### src/rtl/crbc_pkg.sv
// Constants and types of the restart and bootstrap control block
package crbc_pkg;
  // ------------------------------------------------------------
  // Register map
  // ------------------------------------------------------------
  localparam int unsigned CRBC_AW       = 4;
  localparam logic [3:0]  CRBC_CTRL_OFS = 4'h0;
  localparam logic [3:0]  CRBC_STAT_OFS = 4'h4;
  localparam logic [3:0]  CRBC_VEC_OFS  = 4'h8;
  localparam int unsigned CTRL_AUTO     = 0;     // Halt restarts enabled
  localparam int unsigned CTRL_SOFT     = 1;     // Write 1: boot request
  localparam logic        CTRL_AUTO_RST = 1'b1;
  localparam int unsigned ST_MAP        = 16;
  localparam int unsigned ST_FRESH      = 17;
  localparam int unsigned ST_STATE      = 18;    // Two bits
  localparam int unsigned ST_SAMPLED    = 20;
  localparam logic [1:0]  RESP_OKAY     = 2'h0;
  localparam logic [1:0]  RESP_SLVERR   = 2'h2;
  // ------------------------------------------------------------
  // Status word bits
  // ------------------------------------------------------------
  localparam int unsigned SW_RESTART    = 3;
  localparam int unsigned SW_AUTOBOOT   = 4;
  localparam int unsigned SW_HOLD       = 5;
  localparam int unsigned SW_ACPWR      = 6;
  localparam int unsigned SW_CONTINUE   = 7;
  localparam int unsigned SW_LOAD       = 8;
  localparam int unsigned SW_JEXIST     = 11;
  localparam int unsigned SW_JPOS       = 15;
  localparam logic [15:0] SW_RST        = 16'hFFFF;
  // ------------------------------------------------------------
  // Vector fetch
  // ------------------------------------------------------------
  localparam logic [14:0] VEC_ADDR      = 15'h7FFF;  // Octal 77777
  localparam logic [14:0] ALT_ADDR      = 15'h7FFE;  // Octal 77776
  localparam int unsigned VEC_FLO       = 8;
  localparam int unsigned VEC_FHI       = 14;
  localparam int unsigned VEC_MSB       = 15;
  localparam logic [15:0] VEC_RST       = 16'h0000;

  typedef enum logic [1:0] {
    CRBC_IDLE   = 2'h0,
    CRBC_DECIDE = 2'h1,
    CRBC_FETCH  = 2'h3,
    CRBC_LAUNCH = 2'h2
  } crbc_state_e;
endpackage : crbc_pkg

### src/rtl/crbc_sync.sv
// Two-stage synchroniser for a bundle of pin levels
`timescale 1ns/1ns
`default_nettype none
module crbc_sync #(
  parameter int unsigned W = 16
) (
  input  wire logic         aclk,     // Clock
  input  wire logic         aresetn,  // Sync reset, active low
  input  wire logic [W-1:0] rst_val,  // Constant level under reset
  input  wire logic [W-1:0] d,        // Asynchronous levels
  output logic      [W-1:0] q         // Synchronised levels
);
  logic [W-1:0] stage1;

  // First stage feeds only the second stage
  always_ff @(posedge aclk) begin
    if (!aresetn) begin
      stage1 <= rst_val;
      q      <= rst_val;
    end else begin
      stage1 <= d;
      q      <= stage1;
    end
  end
endmodule : crbc_sync
`default_nettype wire

### src/rtl/crbc_top.sv
// Restart and bootstrap decision logic with an AXI4-Lite register port
`timescale 1ns/1ns
`default_nettype none
module crbc_top
  import crbc_pkg::*;
(
  input  wire logic         aclk,          // Clock, 100 MHz
  input  wire logic         aresetn,       // Sync reset, active low
  input  wire logic [3:0]   awaddr,        // Write address
  input  wire logic [2:0]   awprot,        // Unused
  input  wire logic         awvalid,       // Write address valid
  output logic              awready,       // Write address ready
  input  wire logic [31:0]  wdata,         // Write data
  input  wire logic [3:0]   wstrb,         // Byte enables
  input  wire logic         wvalid,        // Write data valid
  output logic              wready,        // Write data ready
  output logic [1:0]        bresp,         // Write response
  output logic              bvalid,        // Write response valid
  input  wire logic         bready,        // Write response ready
  input  wire logic [3:0]   araddr,        // Read address
  input  wire logic [2:0]   arprot,        // Unused
  input  wire logic         arvalid,       // Read address valid
  output logic              arready,       // Read address ready
  output logic [31:0]       rdata,         // Read data
  output logic [1:0]        rresp,         // Read response
  output logic              rvalid,        // Read data valid
  input  wire logic         rready,        // Read data ready
  input  wire logic [15:0]  status_pins,   // Status word from the bus
  input  wire logic         status_strobe, // Refresh capture pulse
  input  wire logic         halted,        // Processor is halted
  input  wire logic         cpu_ref,       // Core mapped memory reference
  input  wire logic [14:0]  cpu_addr,      // Core reference address
  output logic              fetch_req,     // Vector fetch request
  output logic [14:0]       fetch_addr,    // Vector fetch address
  input  wire logic         fetch_ack,     // Fetch data valid pulse
  input  wire logic [15:0]  fetch_data,    // Fetched word
  output logic              jumper_word_select_n, // Jumper word select
  output logic              mapped_space_flag,    // Mapped space on
  output logic              boot_go,       // Boot start pulse
  output logic [15:0]       boot_vector,   // Boot jump address
  output logic              continue_go,   // Continue pulse
  output logic              stay_halted    // Halt kept pulse
);
  crbc_state_e st;
  logic [15:0] pins_s;
  logic [15:0] samp;
  logic        have_samp;
  logic        fresh;
  logic        pend;
  logic        soft_pend;
  logic        auto_en;
  logic        warm;
  logic        resume_prev;
  logic [1:0]  flush;
  logic        aw_got;
  logic        w_got;
  logic [3:0]  aw_a;
  logic [31:0] w_d;
  logic [3:0]  w_s;
  logic        halted_q;
  logic        hold;
  logic        manual;
  logic        go;
  logic        go_warm;
  logic        do_wr;
  logic        soft_wr;
  logic [31:0] rd_word;
  logic        rd_hit;

  // ------------------------------------------------------------
  // Helpers
  // ------------------------------------------------------------
  // Address match for the jumper word location
  function automatic logic jhit(input logic [14:0] a,
                                input logic [15:0] s);
    jhit = a == (s[SW_JPOS] ? VEC_ADDR : ALT_ADDR);
  endfunction : jhit

  // Returned vector with forcing applied
  function automatic logic [15:0] vec_fix(input logic [15:0] d,
                                          input logic        jsel,
                                          input logic        wrm);
    vec_fix = d;
    if (jsel) begin
      vec_fix[VEC_FHI:VEC_FLO] = '0;
      vec_fix[VEC_MSB]         = 1'b1;
    end else if (wrm) begin
      vec_fix[VEC_MSB] = 1'b0;
    end
  endfunction : vec_fix

  // ------------------------------------------------------------
  // Status word capture
  // ------------------------------------------------------------
  crbc_sync #(.W(16)) u_sync (
    .aclk    (aclk),
    .aresetn (aresetn),
    .rst_val (SW_RST),
    .d       (status_pins),
    .q       (pins_s)
  );

  // Latest refresh sample drives every decision; the synchroniser still
  // shows its reset level for two edges, so no capture before it flushes
  always_ff @(posedge aclk) begin
    if (!aresetn) begin
      flush     <= 2'h0;
      samp      <= SW_RST;
      have_samp <= 1'b0;
    end else begin
      flush <= {flush[0], 1'b1};
      if (status_strobe && flush[1]) begin
        samp      <= pins_s;
        have_samp <= 1'b1;
      end
    end
  end

  assign hold   = samp[SW_HOLD];
  assign manual = hold && !samp[SW_LOAD];

  // ------------------------------------------------------------
  // Restart decision
  // ------------------------------------------------------------
  // Outcome of the decide state
  always_comb begin
    go_warm = 1'b0;
    if (hold) begin
      go = !samp[SW_AUTOBOOT] || manual || soft_pend;
    end else if (fresh) begin
      go = !samp[SW_RESTART];
    end else begin
      go      = 1'b1;
      go_warm = 1'b1;
    end
  end

  // Sequencer
  always_ff @(posedge aclk) begin
    if (!aresetn) begin
      st <= CRBC_IDLE;
    end else begin
      case (st)
        CRBC_IDLE: begin
          if (halted && have_samp && (fresh || pend || manual || soft_pend))
            st <= CRBC_DECIDE;
        end
        CRBC_DECIDE: st <= go ? CRBC_FETCH : CRBC_IDLE;
        CRBC_FETCH: begin
          if (fetch_ack)
            st <= CRBC_LAUNCH;
        end
        CRBC_LAUNCH: st <= CRBC_IDLE;
        default: st <= CRBC_IDLE;
      endcase
    end
  end

  // Fresh power-up marker, known value at power-on
  always_ff @(posedge aclk) begin
    if (!aresetn)
      fresh <= 1'b1;
    else if (st == CRBC_DECIDE)
      fresh <= 1'b0;
  end

  // Pending restart requests; a new event beats the clear
  always_ff @(posedge aclk) begin
    if (!aresetn) begin
      halted_q  <= 1'b1;
      pend      <= 1'b0;
      soft_pend <= 1'b0;
    end else begin
      halted_q <= halted;
      if (halted && !halted_q && auto_en)
        pend <= 1'b1;
      else if (st == CRBC_DECIDE)
        pend <= 1'b0;
      if (soft_wr)
        soft_pend <= 1'b1;
      else if (st == CRBC_DECIDE)
        soft_pend <= 1'b0;
    end
  end

  // Mapped flag, warm marker and halt-kept pulse
  always_ff @(posedge aclk) begin
    if (!aresetn) begin
      mapped_space_flag <= 1'b0;
      warm              <= 1'b0;
      stay_halted       <= 1'b0;
    end else begin
      stay_halted <= (st == CRBC_DECIDE) && !go;
      if (st == CRBC_DECIDE && go) begin
        mapped_space_flag <= 1'b1;
        warm              <= go_warm;
      end
    end
  end

  // ------------------------------------------------------------
  // Vector fetch and jumper select
  // ------------------------------------------------------------
  assign fetch_req  = st == CRBC_FETCH;
  assign fetch_addr = VEC_ADDR;
  assign boot_go    = st == CRBC_LAUNCH;
  assign jumper_word_select_n = !(!samp[SW_JEXIST] &&
      ((fetch_req && jhit(fetch_addr, samp)) ||
       (cpu_ref && jhit(cpu_addr, samp))));

  // Vector register with forcing
  always_ff @(posedge aclk) begin
    if (!aresetn)
      boot_vector <= VEC_RST;
    else if (fetch_req && fetch_ack)
      boot_vector <= vec_fix(fetch_data, !jumper_word_select_n, warm);
  end

  // Continue switch, honoured only while hold is high
  always_ff @(posedge aclk) begin
    if (!aresetn) begin
      resume_prev <= 1'b1;
      continue_go <= 1'b0;
    end else begin
      resume_prev <= samp[SW_CONTINUE];
      continue_go <= halted && hold && resume_prev &&
                     !samp[SW_CONTINUE] && st == CRBC_IDLE;
    end
  end

  // ------------------------------------------------------------
  // AXI4-Lite slave
  // ------------------------------------------------------------
  assign awready = !aw_got && !bvalid;
  assign wready  = !w_got && !bvalid;
  assign arready = !rvalid;
  assign do_wr   = aw_got && w_got && !bvalid;
  assign soft_wr = do_wr && aw_a == CRBC_CTRL_OFS && w_s[0] &&
                   w_d[CTRL_SOFT];

  // Write channel capture and response
  always_ff @(posedge aclk) begin
    if (!aresetn) begin
      aw_got <= 1'b0;
      w_got  <= 1'b0;
      aw_a   <= '0;
      w_d    <= '0;
      w_s    <= '0;
      bvalid <= 1'b0;
      bresp  <= RESP_OKAY;
    end else begin
      if (awvalid && awready) begin
        aw_got <= 1'b1;
        aw_a   <= awaddr;
      end
      if (wvalid && wready) begin
        w_got <= 1'b1;
        w_d   <= wdata;
        w_s   <= wstrb;
      end
      if (do_wr) begin
        aw_got <= 1'b0;
        w_got  <= 1'b0;
        bvalid <= 1'b1;
        bresp  <= (aw_a == CRBC_CTRL_OFS) ? RESP_OKAY : RESP_SLVERR;
      end else if (bready) begin
        bvalid <= 1'b0;
      end
    end
  end

  // Control register
  always_ff @(posedge aclk) begin
    if (!aresetn)
      auto_en <= CTRL_AUTO_RST;
    else if (do_wr && aw_a == CRBC_CTRL_OFS && w_s[0])
      auto_en <= w_d[CTRL_AUTO];
  end

  // Read decode
  always_comb begin
    rd_word = '0;
    rd_hit  = 1'b1;
    case (araddr)
      CRBC_CTRL_OFS: rd_word[CTRL_AUTO] = auto_en;
      CRBC_STAT_OFS: begin
        rd_word[15:0]              = samp;
        rd_word[ST_MAP]            = mapped_space_flag;
        rd_word[ST_FRESH]          = fresh;
        rd_word[ST_STATE+1:ST_STATE] = st;
        rd_word[ST_SAMPLED]        = have_samp;
      end
      CRBC_VEC_OFS: rd_word[15:0] = boot_vector;
      default: rd_hit = 1'b0;
    endcase
  end

  // Read channel
  always_ff @(posedge aclk) begin
    if (!aresetn) begin
      rvalid <= 1'b0;
      rdata  <= '0;
      rresp  <= RESP_OKAY;
    end else if (arvalid && arready) begin
      rvalid <= 1'b1;
      rdata  <= rd_word;
      rresp  <= rd_hit ? RESP_OKAY : RESP_SLVERR;
    end else if (rready) begin
      rvalid <= 1'b0;
    end
  end
endmodule : crbc_top
`default_nettype wire

### config.mk
export PLATFORM = sky130hd
export DESIGN_NAME = crbc_top
export DESIGN_NICKNAME = d
export VERILOG_FILES = /design/src/rtl/crbc_pkg.sv /design/src/rtl/crbc_sync.sv /design/src/rtl/crbc_top.sv
export SDC_FILE = /design/constraint.sdc
export NUM_CORES = 1
export LEC_CHECK = 0
export ABC_AREA = 0
export BUFFER_PORTS_ARGS = -buffer_cell sky130_fd_sc_hd__buf_2
export CORE_ASPECT_RATIO = 1.4
export CORE_UTILIZATION = 45
export CTS_BUF_LIST = sky130_fd_sc_hd__clkbuf_4
export DETAILED_ROUTE_END_ITERATION = 8
export PLACE_DENSITY = 0.75
export SYNTH_ARGS = -nofsm -noshare
export SYNTH_HDL_FRONTEND = slang
export SYNTH_HIERARCHICAL = 1
export SYNTH_SLANG_ARGS = --single-unit
export TNS_END_PERCENT = 20
### constraint.sdc
create_clock -name aclk -period 3.48 [get_ports aclk]
set_clock_uncertainty 0.05 [all_clocks]
set_input_delay 0.348 -clock aclk [delete_from_list [all_inputs] [get_ports aclk]]
set_output_delay 0.348 -clock aclk [all_outputs]
set_load 0.01 [all_outputs]
Word-level counts from Yosys, hierarchy flattened:

Index checks and enable logic that the tools add are counted.

* register bits after elaboration: 115
* bits of input ports: 108
* word-level logic and storage cells: 118

* equality and inequality tests: 9
* muxes and demuxes: 26
* bitwise logic cells: 1
* reductions and logical operators: 54

Operators with widths (number)
* one-hot mux 15 bit (2 select lines): 1
* logical AND 1 bit: 26
* 2-to-1 mux 1 bit: 16
* equality test 15 bit: 1
* equality test 15 bit, first input constant: 1
* logical NOT 1 bit: 12
* 2-to-1 mux 2 bit: 5
* logical NOT 4 bit: 2
* one-hot mux 2 bit (4 select lines): 1
* nonzero test 2 bit: 4
* 2-to-1 mux 7 bit: 1
* logical OR 1 bit: 6
* 2-to-1 mux 5 bit: 1
* equality test 2 bit, second input constant: 2
* equality test 4 x 3 -> 1 bit, second input constant: 1
* equality test 4 bit, second input constant: 1
* one-hot mux 1 bit (3 select lines): 1
* OR reduction 3 bit: 1
* equality test 2 x 1 -> 1 bit, second input constant: 1
* logical NOT 2 bit: 1
* inequality test 2 x 1 -> 1 bit, second input constant: 1
* inequality test 2 bit, second input constant: 1
* AND reduction 2 bit: 1
* OR reduction 2 bit: 1
* inverter 1 bit: 1

Depth between registers and ports, before layout:

* depth after elaboration: 7
* gate-level depth with buffers: 5
* gate-level depth less buffers: 4

Modules after synthesis:

The synthesis kept the hierarchy.

By module, submodules not included
* crbc_top: times used 1, cells each 393, area each 3587.2 um^2, sequential area each 1621.6 um^2
* crbc_sync: times used 1, cells each 68, area each 1184.9 um^2, sequential area each 640.6 um^2

Worst setup path before layout:

OpenSTA, ideal clock, no wires.

* path type: flip-flop to output port
* from: reg samp[15]
* to: out jumper_word_select_n
* data arrival time: 1082 ps
* required time: 3082 ps
* setup slack: 2000 ps
* stages on the path, launching flop included: 5
* buffers on the path: 0
* cell sequence: dfxtp_1 xor2_1 nor3_1 nand2_1 a21boi_0

* word-level cells in the longest chain between the ends: 6
* elaborated cells between the ends (all ways): 8
* classes of those cells: eq/ne (2); mux (1); reduce/logical (5)

Ends and longest elaborated chain
* start, declared: RTL line crbc_top.sv:46 `logic [15:0] samp;`
* start signal, assigned: RTL line crbc_top.sv:113 `samp <= pins_s;`
* 2-to-1 mux 1 bit *: RTL line crbc_top.sv:76 `jhit = a == (s[SW_JPOS] ? VEC_ADDR : ALT_ADDR);`
* equality test 15 bit: RTL line crbc_top.sv:76
* logical AND 1 bit (on tied branches): RTL line crbc_top.sv:208, crbc_top.sv:209
* logical OR 1 bit *: RTL line crbc_top.sv:208 `((fetch_req && jhit(fetch_addr, samp)) ||`
* logical AND 1 bit *: RTL line crbc_top.sv:207 `assign jumper_word_select_n = !(!samp[SW_JEXIST] &&`
* logical NOT 1 bit *: RTL line crbc_top.sv:207
* end, declared: RTL line crbc_top.sv:37 `output logic jumper_word_select_n,`

Every way passes the cells marked *; elsewhere a longest branch is shown, timed or not.

Final worst setup path:

Ends and elaborated chain as after synthesis.

==> flow_summary.json <==
{
  "h-tree-depth": 4,
  "yosysTopAreaCellShare": 0.474,
  "leakage_nw": 2.80,
  "dp_cells": 721,
  "arrival_ps": 1930,
  "grt_max_degree": 95,
  "hold_path_class": "primary input to register",
  "timing.fmax_mhz": 430,
  "slew-limit-headroom": 0.292,
  "ant_nets": 0,
  "cap_violations": 0,
  "first_global_vias": 3505,
  "clk_path_buf_depth": 2,
  "ctsResizeCount": 0,
  "grt_antenna_before_repair": 0,
  "start_util": 0.461,
  "crit_family": "simple AND/OR/NAND/NOR gates",
  "dp_hpwl_microns": 7200,
  "nNetsFinal": 735,
  "final_max_slew_viol_count": 0,
  "fillers": 940,
  "clock_latency_ps": 500,
  "peakVddDrop_v": 0.000254,
  "grt_remaining_overflow": 0,
  "viasPerCell": 4.80,
  "fin_tns_setup_ps": 0,
  "drt_iter0_drc": 160,
  "worstSetupEndpointType": "primary output",
  "mostFrequentLayoutCells": "buf_2 (117), dfxtp_1 (113), nand2_1 (73)",
  "top_usage_layer": "met2",
  "clk_pin_slew_ps": 90,
  "slowest_stage": "nor2b_1",
  "cp.required_ps": 3080,
  "dieArea_sq_um": 11000,
  "fin_util": 0.576,
  "path_cells": "nor2b_1 > a21boi_0 > buf_2",
  "fin_crit_sh": 0.668,
  "layout_commonest_cell": "buf_2",
  "finalInstanceArea_sq_um": 5960,
  "synth_seq_area_share": 0.474,
  "drive_gt1_frac": 0.324,
  "hold_violations": 0,
  "die_x_microns": 89.0,
  "wl_microns": 10300,
  "rsz0062_at_grt": "no",
  "ioPinCount": 186,
  "worst_pin_slew_ps": 1060,
  "cts_tree": "built",
  "syn_area_sq_um": 4770,
  "whs_ps": 49.8,
  "ys_ff_latch": 113,
  "grt_pass1_wl_microns": 15800,
  "vias": 3729,
  "critical-path-max-stage-delay_ps": 610,
  "synth_top_cell_by_area": "dfxtp_1",
  "worst-path-max-fanout": 9,
  "grt_util_met1": 0.197,
  "cts-root-buf": "clkbuf_4",
  "synth.avg_cell_area_sq_um": 10.4,
  "drc_errors": 0,
  "power.density_nw_per_um2": 473,
  "cts_buffers": 17,
  "antenna_cells": 0,
  "portBuffers": 118,
  "fin_cells": 777,
  "setup_viol": 0,
  "rows": 44,
  "drt_pass1_iterations": 4,
  "grt_util_met3": 0.0709,
  "grt_usage": 0.193,
  "placed_area_sq_um": 5380,
  "use_met2": 0.340,
  "wire_per_inst_microns": 13.3,
  "netlist_top_cells_area": "dfxtp_1 (47%), mux2_4 (9.4%), nand2_1 (5.7%)",
  "startpoint_type": "register",
  "synth_cell_types": 42,
  "run_status": "finished, final reports clean",
  "syn_to_final_growth_pct": 24.9,
  "die_y_microns": 124,
  "path_buf_inv": 1,
  "cts.sinks": 113,
  "fp.coreArea_sq_um": 10300,
  "min_period_ps": 2320,
  "yosys_warnings": 6,
  "routabilityCongestion": 0.816,
  "syn_inst": 461,
  "path_class": "register to primary output"
}
layer usage:
metal	wire [microns]	vias up
met5	0	-
met4	253	0
met3	656	19
met2	5430	132
met1	3960	1729
li1	-	1849
kinds of logic (layout without fill, tap and decap cells):
| kind of cell | count (synthesis) | in the layout | share of synthesized area |
|---|---|---|---|
| other cells | 2 | 60 | 0.00157 |
| buf+inv | 65 | 185 | 0.0907 |
| xor+xnor | 1 | 1 | 0.00184 |
| compound gates | 60 | 60 | 0.112 |
| mux | 41 | 41 | 0.118 |
| flops | 113 | 113 | 0.474 |
| simple gates | 179 | 179 | 0.202 |
power by group:
part | switching (mW) | internal, mW
clock | 0.462 | 0.637
sequential | 0.0372 | 1.36
combinational | 0.155 | 0.167
total | 0.654 | 2.17
area by class of cell:
| class | count | area, sq um | area share |
|---|---|---|---|
| Multi-Input combinational cell | 341 | 2300 | 0.385 |
| Sequential cell | 113 | 2260 | 0.380 |
| Timing Repair Buffer | 147 | 873 | 0.147 |
| Clock inverter | 13 | 193 | 0.0323 |
| Tap cell | 138 | 173 | 0.0290 |
| Clock buffer | 18 | 135 | 0.0227 |
| Inverter | 7 | 26.3 | 0.00441 |
synth_stat cells, drive strengths merged:
| cell | instances |
|---|---|
| and3b | 1 |
| a21boi | 18 |
| xor2 | 1 |
| nand4b | 2 |
| o211ai | 2 |
| o21a | 2 |
| nand2b | 3 |
| nand3b | 1 |
| o21ai | 5 |
| inv | 7 |
| o2bb2ai | 1 |
| buf | 42 |
| nor4b | 2 |
| nor3 | 10 |
| nor3b | 19 |
| and2 | 2 |
| mux2 | 32 |
| dfxtp | 113 |
| a32oi | 1 |
| clkbuf | 16 |
| mux2i | 9 |
| a2111oi | 1 |
| o211a | 2 |
| a31oi | 2 |
| and3 | 2 |
| nand4 | 5 |
| a221oi | 15 |
| a21oi | 4 |
| nand2 | 73 |
| nor2 | 21 |
| nor4 | 1 |
| nand3 | 24 |
| a32o | 7 |
| conb | 2 |
| nor2b | 13 |
state kept, by name (all words and copies together) (netlist names), 2 cells and up:
register	count
flush	2
st	2
rdata	21
w_d	2
u_sync/stage1	16
u_sync/q	16
boot_vector	16
aw_a	4
samp	16
final timing paths:
check	start	end	slack, ps	cells after the start
setup / recovery	samp[15]	jumper_word_select_n	1160	3
hold / removal	rready	rvalid	50	3
hold reg to reg	resume_prev	continue_go	380	2
setup reg to reg	st[1]	boot_vector[12]	1530	3
worst register-to-register path, delay by kind of cell (launching register included):
family,cells,cell delay (ps)
and+or+nand+nor,2,1200
DFF,1,460
AOI/OAI and AO/OA,1,190
per-stage QoR:
stage / total power, mW / worst slack [ps]
after global routing: 2.96 / 939
after CTS: 2.85 / 1110
after detailed placement: 1.73 / 1370
final: 2.82 / 1160
after floorplan: 1.66 / 2000
after global placement: 1.72 / 1450
what timing repair did:
item | in CTS | in global routing
buffers inserted | 0 | 0
endpoints found under the setup margin | 0 | 0
hold buffers | 23 | 2
endpoints found under the hold margin | 23 | 2
No activity file was read; power rests on OpenSTA's default activity.
